### config.mk
export PLATFORM = sky130hd
export DESIGN_NAME = wfam_access_ctrl
export DESIGN_NICKNAME = d
export VERILOG_FILES = /design/src/rtl/wfam_pkg.sv /design/src/rtl/wfam_wait_if.sv /design/src/rtl/wfam_wait_gen.sv /design/src/rtl/wfam_access_ctrl.sv
export VERILOG_INCLUDE_DIRS = /design/src /design/src/rtl
export SDC_FILE = /design/constraint.sdc
export NUM_CORES = 1
export LEC_CHECK = 0
export BUFFER_PORTS_ARGS = -buffer_cell sky130_fd_sc_hd__buf_2
export CORE_MARGIN = 2
export CORE_UTILIZATION = 49
export CTS_CLUSTER_SIZE = 8
export DETAILED_ROUTE_END_ITERATION = 12
export GPL_ROUTABILITY_DRIVEN = 0
export PLACE_DENSITY = 0.92
export SYNTH_ARGS = -nofsm -noshare
export SYNTH_HDL_FRONTEND = slang
export SYNTH_SLANG_ARGS = --single-unit
### constraint.sdc
create_clock -name core_clk -period 4.9 [get_ports core_clk]
set_clock_uncertainty 0.1 [all_clocks]
set_input_delay 0.49 -clock core_clk [delete_from_list [all_inputs] [get_ports core_clk]]
set_output_delay 0.49 -clock core_clk [all_outputs]
set_load 0.01 [all_outputs]
### src/rtl/wfam_defines.svh
// Constants for the data flash access-mode controller
`ifndef WFAM_DEFINES_SVH
`define WFAM_DEFINES_SVH

// ----------------------------------------------------------------
// Array layout
// ----------------------------------------------------------------
`define WFAM_ADDR_W 15
`define WFAM_SECTOR_LSB 13
`define WFAM_SECTOR_MSB 14
`define WFAM_SECTOR_COUNT 4
`define WFAM_HALF_SEL_BIT 1

// ----------------------------------------------------------------
// Mode select
// ----------------------------------------------------------------
`define WFAM_MODE_ROM 1'h1
`define WFAM_MODE_PROG 1'h0
`define WFAM_MODE_RESET `WFAM_MODE_ROM

// ----------------------------------------------------------------
// Read wait states by bus frequency in MHz
// ----------------------------------------------------------------
`define WFAM_FREQ_LIM0 8'h28
`define WFAM_FREQ_LIM1 8'h48
`define WFAM_FREQ_LIM2 8'h78
`define WFAM_WAIT_LIM0 3'h0
`define WFAM_WAIT_LIM1 3'h2
`define WFAM_WAIT_LIM2 3'h4
`define WFAM_WAIT_LIM3 3'h6

`endif

### src/rtl/wfam_pkg.sv
// Types and shared decode for the data flash access-mode controller
`default_nettype none
`include "wfam_defines.svh"
package wfam_pkg;

	// ----------------------------------------------------------------
	// Types
	// ----------------------------------------------------------------
	typedef enum logic [1:0] {
		WFAM_SIZE_BYTE,
		WFAM_SIZE_HALF,
		WFAM_SIZE_WORD,
		WFAM_SIZE_RSVD
	} wfam_size_t;

	typedef enum {
		WFAM_IDLE,
		WFAM_ARRAY,
		WFAM_WAIT,
		WFAM_RESP
	} wfam_state_t;

	// Wait states for a bus clock of the given frequency in MHz
	function automatic logic [2:0] wfam_wait_count(input logic [7:0] freqMhz);
		logic [2:0] waits;
		waits = `WFAM_WAIT_LIM3;
		if (freqMhz <= `WFAM_FREQ_LIM0) begin
			waits = `WFAM_WAIT_LIM0;
		end else if (freqMhz <= `WFAM_FREQ_LIM1) begin
			waits = `WFAM_WAIT_LIM1;
		end else if (freqMhz <= `WFAM_FREQ_LIM2) begin
			waits = `WFAM_WAIT_LIM2;
		end
		return waits;
	endfunction : wfam_wait_count

endpackage : wfam_pkg
`default_nettype wire

### src/rtl/wfam_wait_if.sv
// Handshake between the access sequencer and the wait-state counter
`default_nettype none
interface wfam_wait_if;
	logic start;
	logic [2:0] waits;
	logic done;
	modport ctrl(output start, output waits, input done);
	modport gen(input start, input waits, output done);
endinterface : wfam_wait_if
`default_nettype wire

### src/rtl/wfam_wait_gen.sv
// Read wait-state counter
`default_nettype none
module wfam_wait_gen
	import wfam_pkg::*;
(
	// Clock and reset
	input wire logic core_clk,
	input wire logic srst,
	// Sequencer side
	wfam_wait_if.gen waitBus
);

	logic [2:0] count;
	logic [2:0] next_count;

	// ----------------------------------------------------------------
	// Countdown
	// ----------------------------------------------------------------
	// Load on start, then count down to zero
	always_comb begin
		next_count = count;
		if (waitBus.start) begin
			next_count = waitBus.waits;
		end else if (count != 3'h0) begin
			next_count = count - 3'h1;
		end
	end

	always_ff @(posedge core_clk) begin
		if (srst) begin
			count <= 3'h0;
		end else begin
			count <= next_count;
		end
	end

	// Done is combinational so zero waits costs no extra cycle
	assign waitBus.done = (count == 3'h0) && !waitBus.start;

endmodule : wfam_wait_gen
`default_nettype wire

### src/rtl/wfam_access_ctrl.sv
// Access-mode controller for the 32-Kbyte data flash
// ----------------------------------------------------------------
// Overview of operation
// - Four 8-Kbyte sectors, 32 Kbytes total; sector taken from address.
// - Read wait states: 0 to 40, 2 to 72, 4 to 120, 6 to 160 MHz.
// - Select bit one gives read-only mode with word reads and fetches allowed.
// - Read-only mode accepts no command and never writes or erases.
// - Reset forces the select bit back to one, read-only mode.
// - Select bit zero gives programming mode with half-word accesses.
// - Programming mode refuses word accesses and instruction fetches.
// - Programming mode reads return 16-bit half-words.
// - Programming mode half-word writes launch the embedded algorithm.
// - Algorithm erases a sector, erases all, or programs half-words.
// - Read-only mode never returns algorithm status flags.
// ----------------------------------------------------------------
`default_nettype none
`include "wfam_defines.svh"
module wfam_access_ctrl
	import wfam_pkg::*;
(
	// Clock and reset
	input wire logic core_clk,
	input wire logic srst,
	// Configuration
	input wire logic [7:0] busFreqMhz,
	input wire logic sizeCtrlWrite,
	input wire logic sizeCtrlWdata,
	output logic accessSizeSelect,
	// Processor bus
	input wire logic busReq,
	input wire logic busWrite,
	input wire logic busFetch,
	input wire logic [1:0] busSize,
	input wire logic [`WFAM_ADDR_W-1:0] busAddr,
	input wire logic [31:0] busWdata,
	output logic busReady,
	output logic busError,
	output logic [31:0] busRdata,
	// Flash array
	output logic arrRdEn,
	output logic [`WFAM_ADDR_W-1:0] arrAddr,
	output logic [1:0] sectorSel,
	input wire logic [31:0] arrRdata,
	// Embedded algorithm
	input wire logic algBusy,
	input wire logic [7:0] algStatus,
	output logic algCmdWrite,
	output logic [`WFAM_ADDR_W-1:0] algCmdAddr,
	output logic [15:0] algCmdData
);

	// ----------------------------------------------------------------
	// State
	// ----------------------------------------------------------------
	wfam_state_t state;
	wfam_state_t next_state;
	logic accMode;
	logic next_accMode;
	logic next_accessSizeSelect;
	logic next_busError;
	logic [31:0] next_busRdata;
	logic [`WFAM_ADDR_W-1:0] next_arrAddr;
	logic [1:0] next_sectorSel;
	logic next_algCmdWrite;
	logic [`WFAM_ADDR_W-1:0] next_algCmdAddr;
	logic [15:0] next_algCmdData;
	logic fromStatus;
	logic next_fromStatus;
	logic accept;
	logic refuse;
	logic isCmd;

	wfam_wait_if waitBus();

	wfam_wait_gen u_wait (
		.core_clk(core_clk),
		.srst(srst),
		.waitBus(waitBus)
	);

	// ----------------------------------------------------------------
	// Mode select bit
	// ----------------------------------------------------------------
	// Writes land at once; a running access keeps its own snapshot
	always_comb begin
		next_accessSizeSelect = accessSizeSelect;
		if (sizeCtrlWrite) begin
			next_accessSizeSelect = sizeCtrlWdata;
		end
	end

	always_ff @(posedge core_clk) begin
		if (srst) begin
			accessSizeSelect <= `WFAM_MODE_RESET;
		end else begin
			accessSizeSelect <= next_accessSizeSelect;
		end
	end

	// ----------------------------------------------------------------
	// Request decode
	// ----------------------------------------------------------------
	// Read-only mode: every write is refused, no command leaves
	// Programming mode: words and fetches refused, byte writes too
	assign accept = (state == WFAM_IDLE) && busReq;
	always_comb begin
		refuse = 1'b0;
		isCmd = 1'b0;
		if (accessSizeSelect == `WFAM_MODE_ROM) begin
			refuse = busWrite;
		end else if (busFetch || (busSize == WFAM_SIZE_WORD) || (busSize == WFAM_SIZE_RSVD)) begin
			refuse = 1'b1;
		end else if (busWrite) begin
			refuse = (busSize != WFAM_SIZE_HALF);
			isCmd = (busSize == WFAM_SIZE_HALF);
		end
	end

	assign waitBus.waits = wfam_wait_count(busFreqMhz);
	assign waitBus.start = (state == WFAM_ARRAY);

	// ----------------------------------------------------------------
	// Sequencer
	// ----------------------------------------------------------------
	always_comb begin
		next_state = state;
		next_accMode = accMode;
		next_busError = busError;
		next_busRdata = busRdata;
		next_arrAddr = arrAddr;
		next_sectorSel = sectorSel;
		next_algCmdWrite = 1'b0;
		next_algCmdAddr = algCmdAddr;
		next_algCmdData = algCmdData;
		next_fromStatus = fromStatus;
		case (state)
			WFAM_IDLE: begin
				if (accept) begin
					// Mode frozen for the whole access
					next_accMode = accessSizeSelect;
					next_arrAddr = busAddr;
					next_sectorSel = busAddr[`WFAM_SECTOR_MSB:`WFAM_SECTOR_LSB];
					next_busError = refuse;
					next_fromStatus = 1'b0;
					if (refuse) begin
						next_state = WFAM_RESP;
					end else if (isCmd) begin
						// Sector erase, full erase or half-word program
						next_algCmdWrite = 1'b1;
						next_algCmdAddr = busAddr;
						next_algCmdData = busWdata[15:0];
						next_state = WFAM_RESP;
					end else begin
						next_state = WFAM_ARRAY;
					end
				end
			end
			WFAM_ARRAY: begin
				next_state = WFAM_WAIT;
			end
			WFAM_WAIT: begin
				if (waitBus.done) begin
					next_state = WFAM_RESP;
					if (accMode == `WFAM_MODE_ROM) begin
						// Whole word, flags never shown here
						next_busRdata = arrRdata;
					end else if (algBusy) begin
						next_busRdata = {24'h000000, algStatus};
						next_fromStatus = 1'b1;
					end else if (arrAddr[`WFAM_HALF_SEL_BIT]) begin
						next_busRdata = {16'h0000, arrRdata[31:16]};
					end else begin
						next_busRdata = {16'h0000, arrRdata[15:0]};
					end
				end
			end
			WFAM_RESP: begin
				next_state = WFAM_IDLE;
			end
			default: begin
				next_state = WFAM_IDLE;
			end
		endcase
	end

	always_ff @(posedge core_clk) begin
		if (srst) begin
			state <= WFAM_IDLE;
			accMode <= `WFAM_MODE_RESET;
			busError <= 1'b0;
			busRdata <= 32'h00000000;
			arrAddr <= '0;
			sectorSel <= 2'h0;
			algCmdWrite <= 1'b0;
			algCmdAddr <= '0;
			algCmdData <= 16'h0000;
			fromStatus <= 1'b0;
		end else begin
			state <= next_state;
			accMode <= next_accMode;
			busError <= next_busError;
			busRdata <= next_busRdata;
			arrAddr <= next_arrAddr;
			sectorSel <= next_sectorSel;
			algCmdWrite <= next_algCmdWrite;
			algCmdAddr <= next_algCmdAddr;
			algCmdData <= next_algCmdData;
			fromStatus <= next_fromStatus;
		end
	end

	// Handshake outputs decoded from state
	assign busReady = (state == WFAM_RESP);
	assign arrRdEn = (state == WFAM_ARRAY);
endmodule : wfam_access_ctrl
`default_nettype wire

==> results.yml <==
power_and_ir_drop:
  powerDensity_mw_per_mm2: 408.1
  p_leak_nw: 2.174
  ir_drop_mv: 0.2102
synthesis:
  synth_cell_types: 34
  ys_warn_count: 0
  syn_inst: 462
  synth-seq-cells: 87
  async_flop_share: 0
  seq_area_frac_synth: 0.4756
  syn_area_mm2: 0.003662
  synth.avg_cell_area_um2: 7.927
  synth_edf_count: 0
  synthFlopType: "dfxtp_1"
  syn_nets: 574
clocking:
  cts.path.max_buffers: 2
  htree_num_levels: 3
  cts.hold.buffers_added: 0
  numCtsBuffers: 9
  clkTransAtPathRegs_ps: 80
  cts_setup_buffers: 0
  cts_resized: 0
  cts_num_sinks: 87
  clk-insertion-delay-late_ps: 330
  cts_tree: "yes"
  cts-root-buf: "clkbuf_8"
die:
  dieArea_mm2: 0.008181
  rows: 31
  boundaryPins: 190
  start_util: 0.5049
  fp.dieH_um: 90.45
  coreArea_mm2: 0.007253
  die_x_um: 90.45
finish:
  diodes: 0
  post-route-util: 0.6450
  layout-drive-gt1-share: 0.3183
  fin_nets: 726
  syn2layout_area_growth_pct: 27.74
  fin_area_mm2: 0.004678
drt:
  drc: 0
  wl_per_cell_um: 14.14
  wirelength_um: 10150
  avgViaCountPerCell: 5.230
  vias: 3755
  drtAntennaViolNets: 0
  drt_pass1_iterations: 4
  dr.first_iter.drc_count: 175
critical_path:
  cp-start-kind: "register"
  critPathLaunch: "state[0]$_SDFFE_PP0P_"
  worstPathRequired_ps: 5060
  crit_path_max_fanout: 31
  path_class: "reg2reg"
  regToRegSetupSlack_ps: 2090
  r2r_start: "state[0]$_SDFFE_PP0P_"
  crit_path_end_kind: "register"
  worstPathArrival_ps: 2970
global_route:
  grt_pass1_wl_um: 16500
  grt_max_degree: 56
  grt_remaining_overflow: 0
  antenna_found_initial: 0
  first_global_vias: 3649
  gr-usage-all-layers: 0.2435
min_path:
  min_from: "sizeCtrlWdata"
  min_path_type: "in2reg"
outcome:
  status: "completed"
sta:
  min_period_ps: 2809
  tightest_slew_ps: 1078
  setup_viol: 0
  relSlewSlack: 0.2814
  slew_viol_final: 0
  finalSetupTns_ps: 0
  grt_setup_unrepaired: "false"
  finalHoldViolations: 0
  fmax_mhz: 356.0
  fin_crit_sh: 0.5732
flow_run:
  maxCapViolCount: 0
place:
  place_area_mm2: 0.004498
  port_buffers: 173
  hpwlAfterDp_um: 7349
==> per-stage QoR <==
| step | total power [W] | std cells | worst slack [ps] | hold WS, ps |
|---|---|---|---|---|
| CTS | 0.001921 | 718 | 2044 | 251.6 |
| finish | 0.001909 | 718 | 2091 | 267.6 |
| floorplan | 0.001267 | 462 | 3191 | 376.1 |
| global placement | 0.001441 | 702 | 2154 | 336.6 |
| global route | 0.002018 | 718 | 1845 | 261.3 |
| detailed placement | 0.001468 | 702 | 2071 | 342.9 |
==> final timing paths <==
path | end | depth (start not counted)
setup / recovery | algCmdData[15]$_SDFFE_PP0P_ | 6
hold reg to reg | busRdata[19]$_SDFFE_PP0P_ | 2
hold / removal | accessSizeSelect$_SDFFE_PP1P_ | 2
setup reg to reg | algCmdData[15]$_SDFFE_PP0P_ | 6
==> metal layers <==
| metal | GRT usage | routed length [um] | up-vias |
|---|---|---|---|
| met1 | 0.2850 | 4153 | 1704 |
| met4 | 0.1077 | 257 | 0 |
| met3 | 0.04841 | 697 | 23 |
| met2 | 0.4311 | 5042 | 178 |
| met5 | 0 | 0 | - |
| li1 | - | - | 1850 |
==> worst max-delay path, stage by stage, from the launching register on <==
cell and delay [ps]:
dfxtp_1 360, inv_1 110, ha_1 210, and2_1 590, and4_1 1040, nand2_1 150, a21oi_1 170
==> synthesized netlist by cell type, drive strengths merged, types with 2 or more instances <==
master	instances	area [um^2]
o22ai	2	12.51
a211oi	11	82.58
inv	9	33.78
nand3	16	80.08
dfxtp	87	1742
nor2b	12	75.07
buf	18	121.4
clkbuf	18	68.81
ha	7	87.58
a221oi	3	26.28
a21oi	79	395.4
nand2	130	488.0
o211a	7	70.07
nor2	20	75.07
nor3	19	100.1
nand3b	10	75.07
==> final cells by class <==
class	instances	area [um^2]
tap	99	123.9
clock inverter	6	52.55
clock buffer	10	127.6
timing repair buffer	177	895.9
sequential	87	1742
fill	645	2575
multi-input combinational	330	1703
inverter	9	33.78
==> cell families after synthesis <==
| kind of cell | share of synthesized area |
|---|---|
| xor gates and xnor gates | 0.002392 |
| AOI/OAI and AO/OA | 0.1746 |
| DFF | 0.4756 |
| adders and majority gates | 0.02665 |
| buffers and inverters | 0.06115 |
| muxes | 0.002733 |
| and+or+nand+nor | 0.2569 |
==> power breakdown <==
group	total [W]	leakage, nW	switching (W)	internal [W]
combinational	0.000586	1.38	0.000356	0.000230
clock	0.000459	0.0850	0.000267	0.000192
sequential	0.000864	0.706	0.0000615	0.000803
==> registers in the layout (all words and copies together) (netlist names) <==
register / cells
accessSizeSelect: 1
busError: 1
algCmdData: 16
algCmdWrite: 1
accMode: 1
u_wait.count: 3
state: 2
arrAddr: 15
busRdata: 32
algCmdAddr: 15
==> cells in the final DEF (no fill, tap or decap), drive strengths merged <==
cell        n
buf       177
nand2     130
dfxtp      87
a21oi      79
nor2       20
nor3       19
nand3      16
nor2b      12
a211oi     11
inv        11
nand3b     10
clkbuf     10
o211a       7
ha          7
a221oi      3
o22ai       2
clkinv      2
clkinvlp    2
and2        1
nor3b       1
nand2b      1
and4        1
nand4       1
o21ai       1
o41ai       1
a211o       1
o31a        1
o21ba       1
mux2i       1
maj3        1
xnor2       1
o21bai      1
Power figures use the tool's default switching activity.
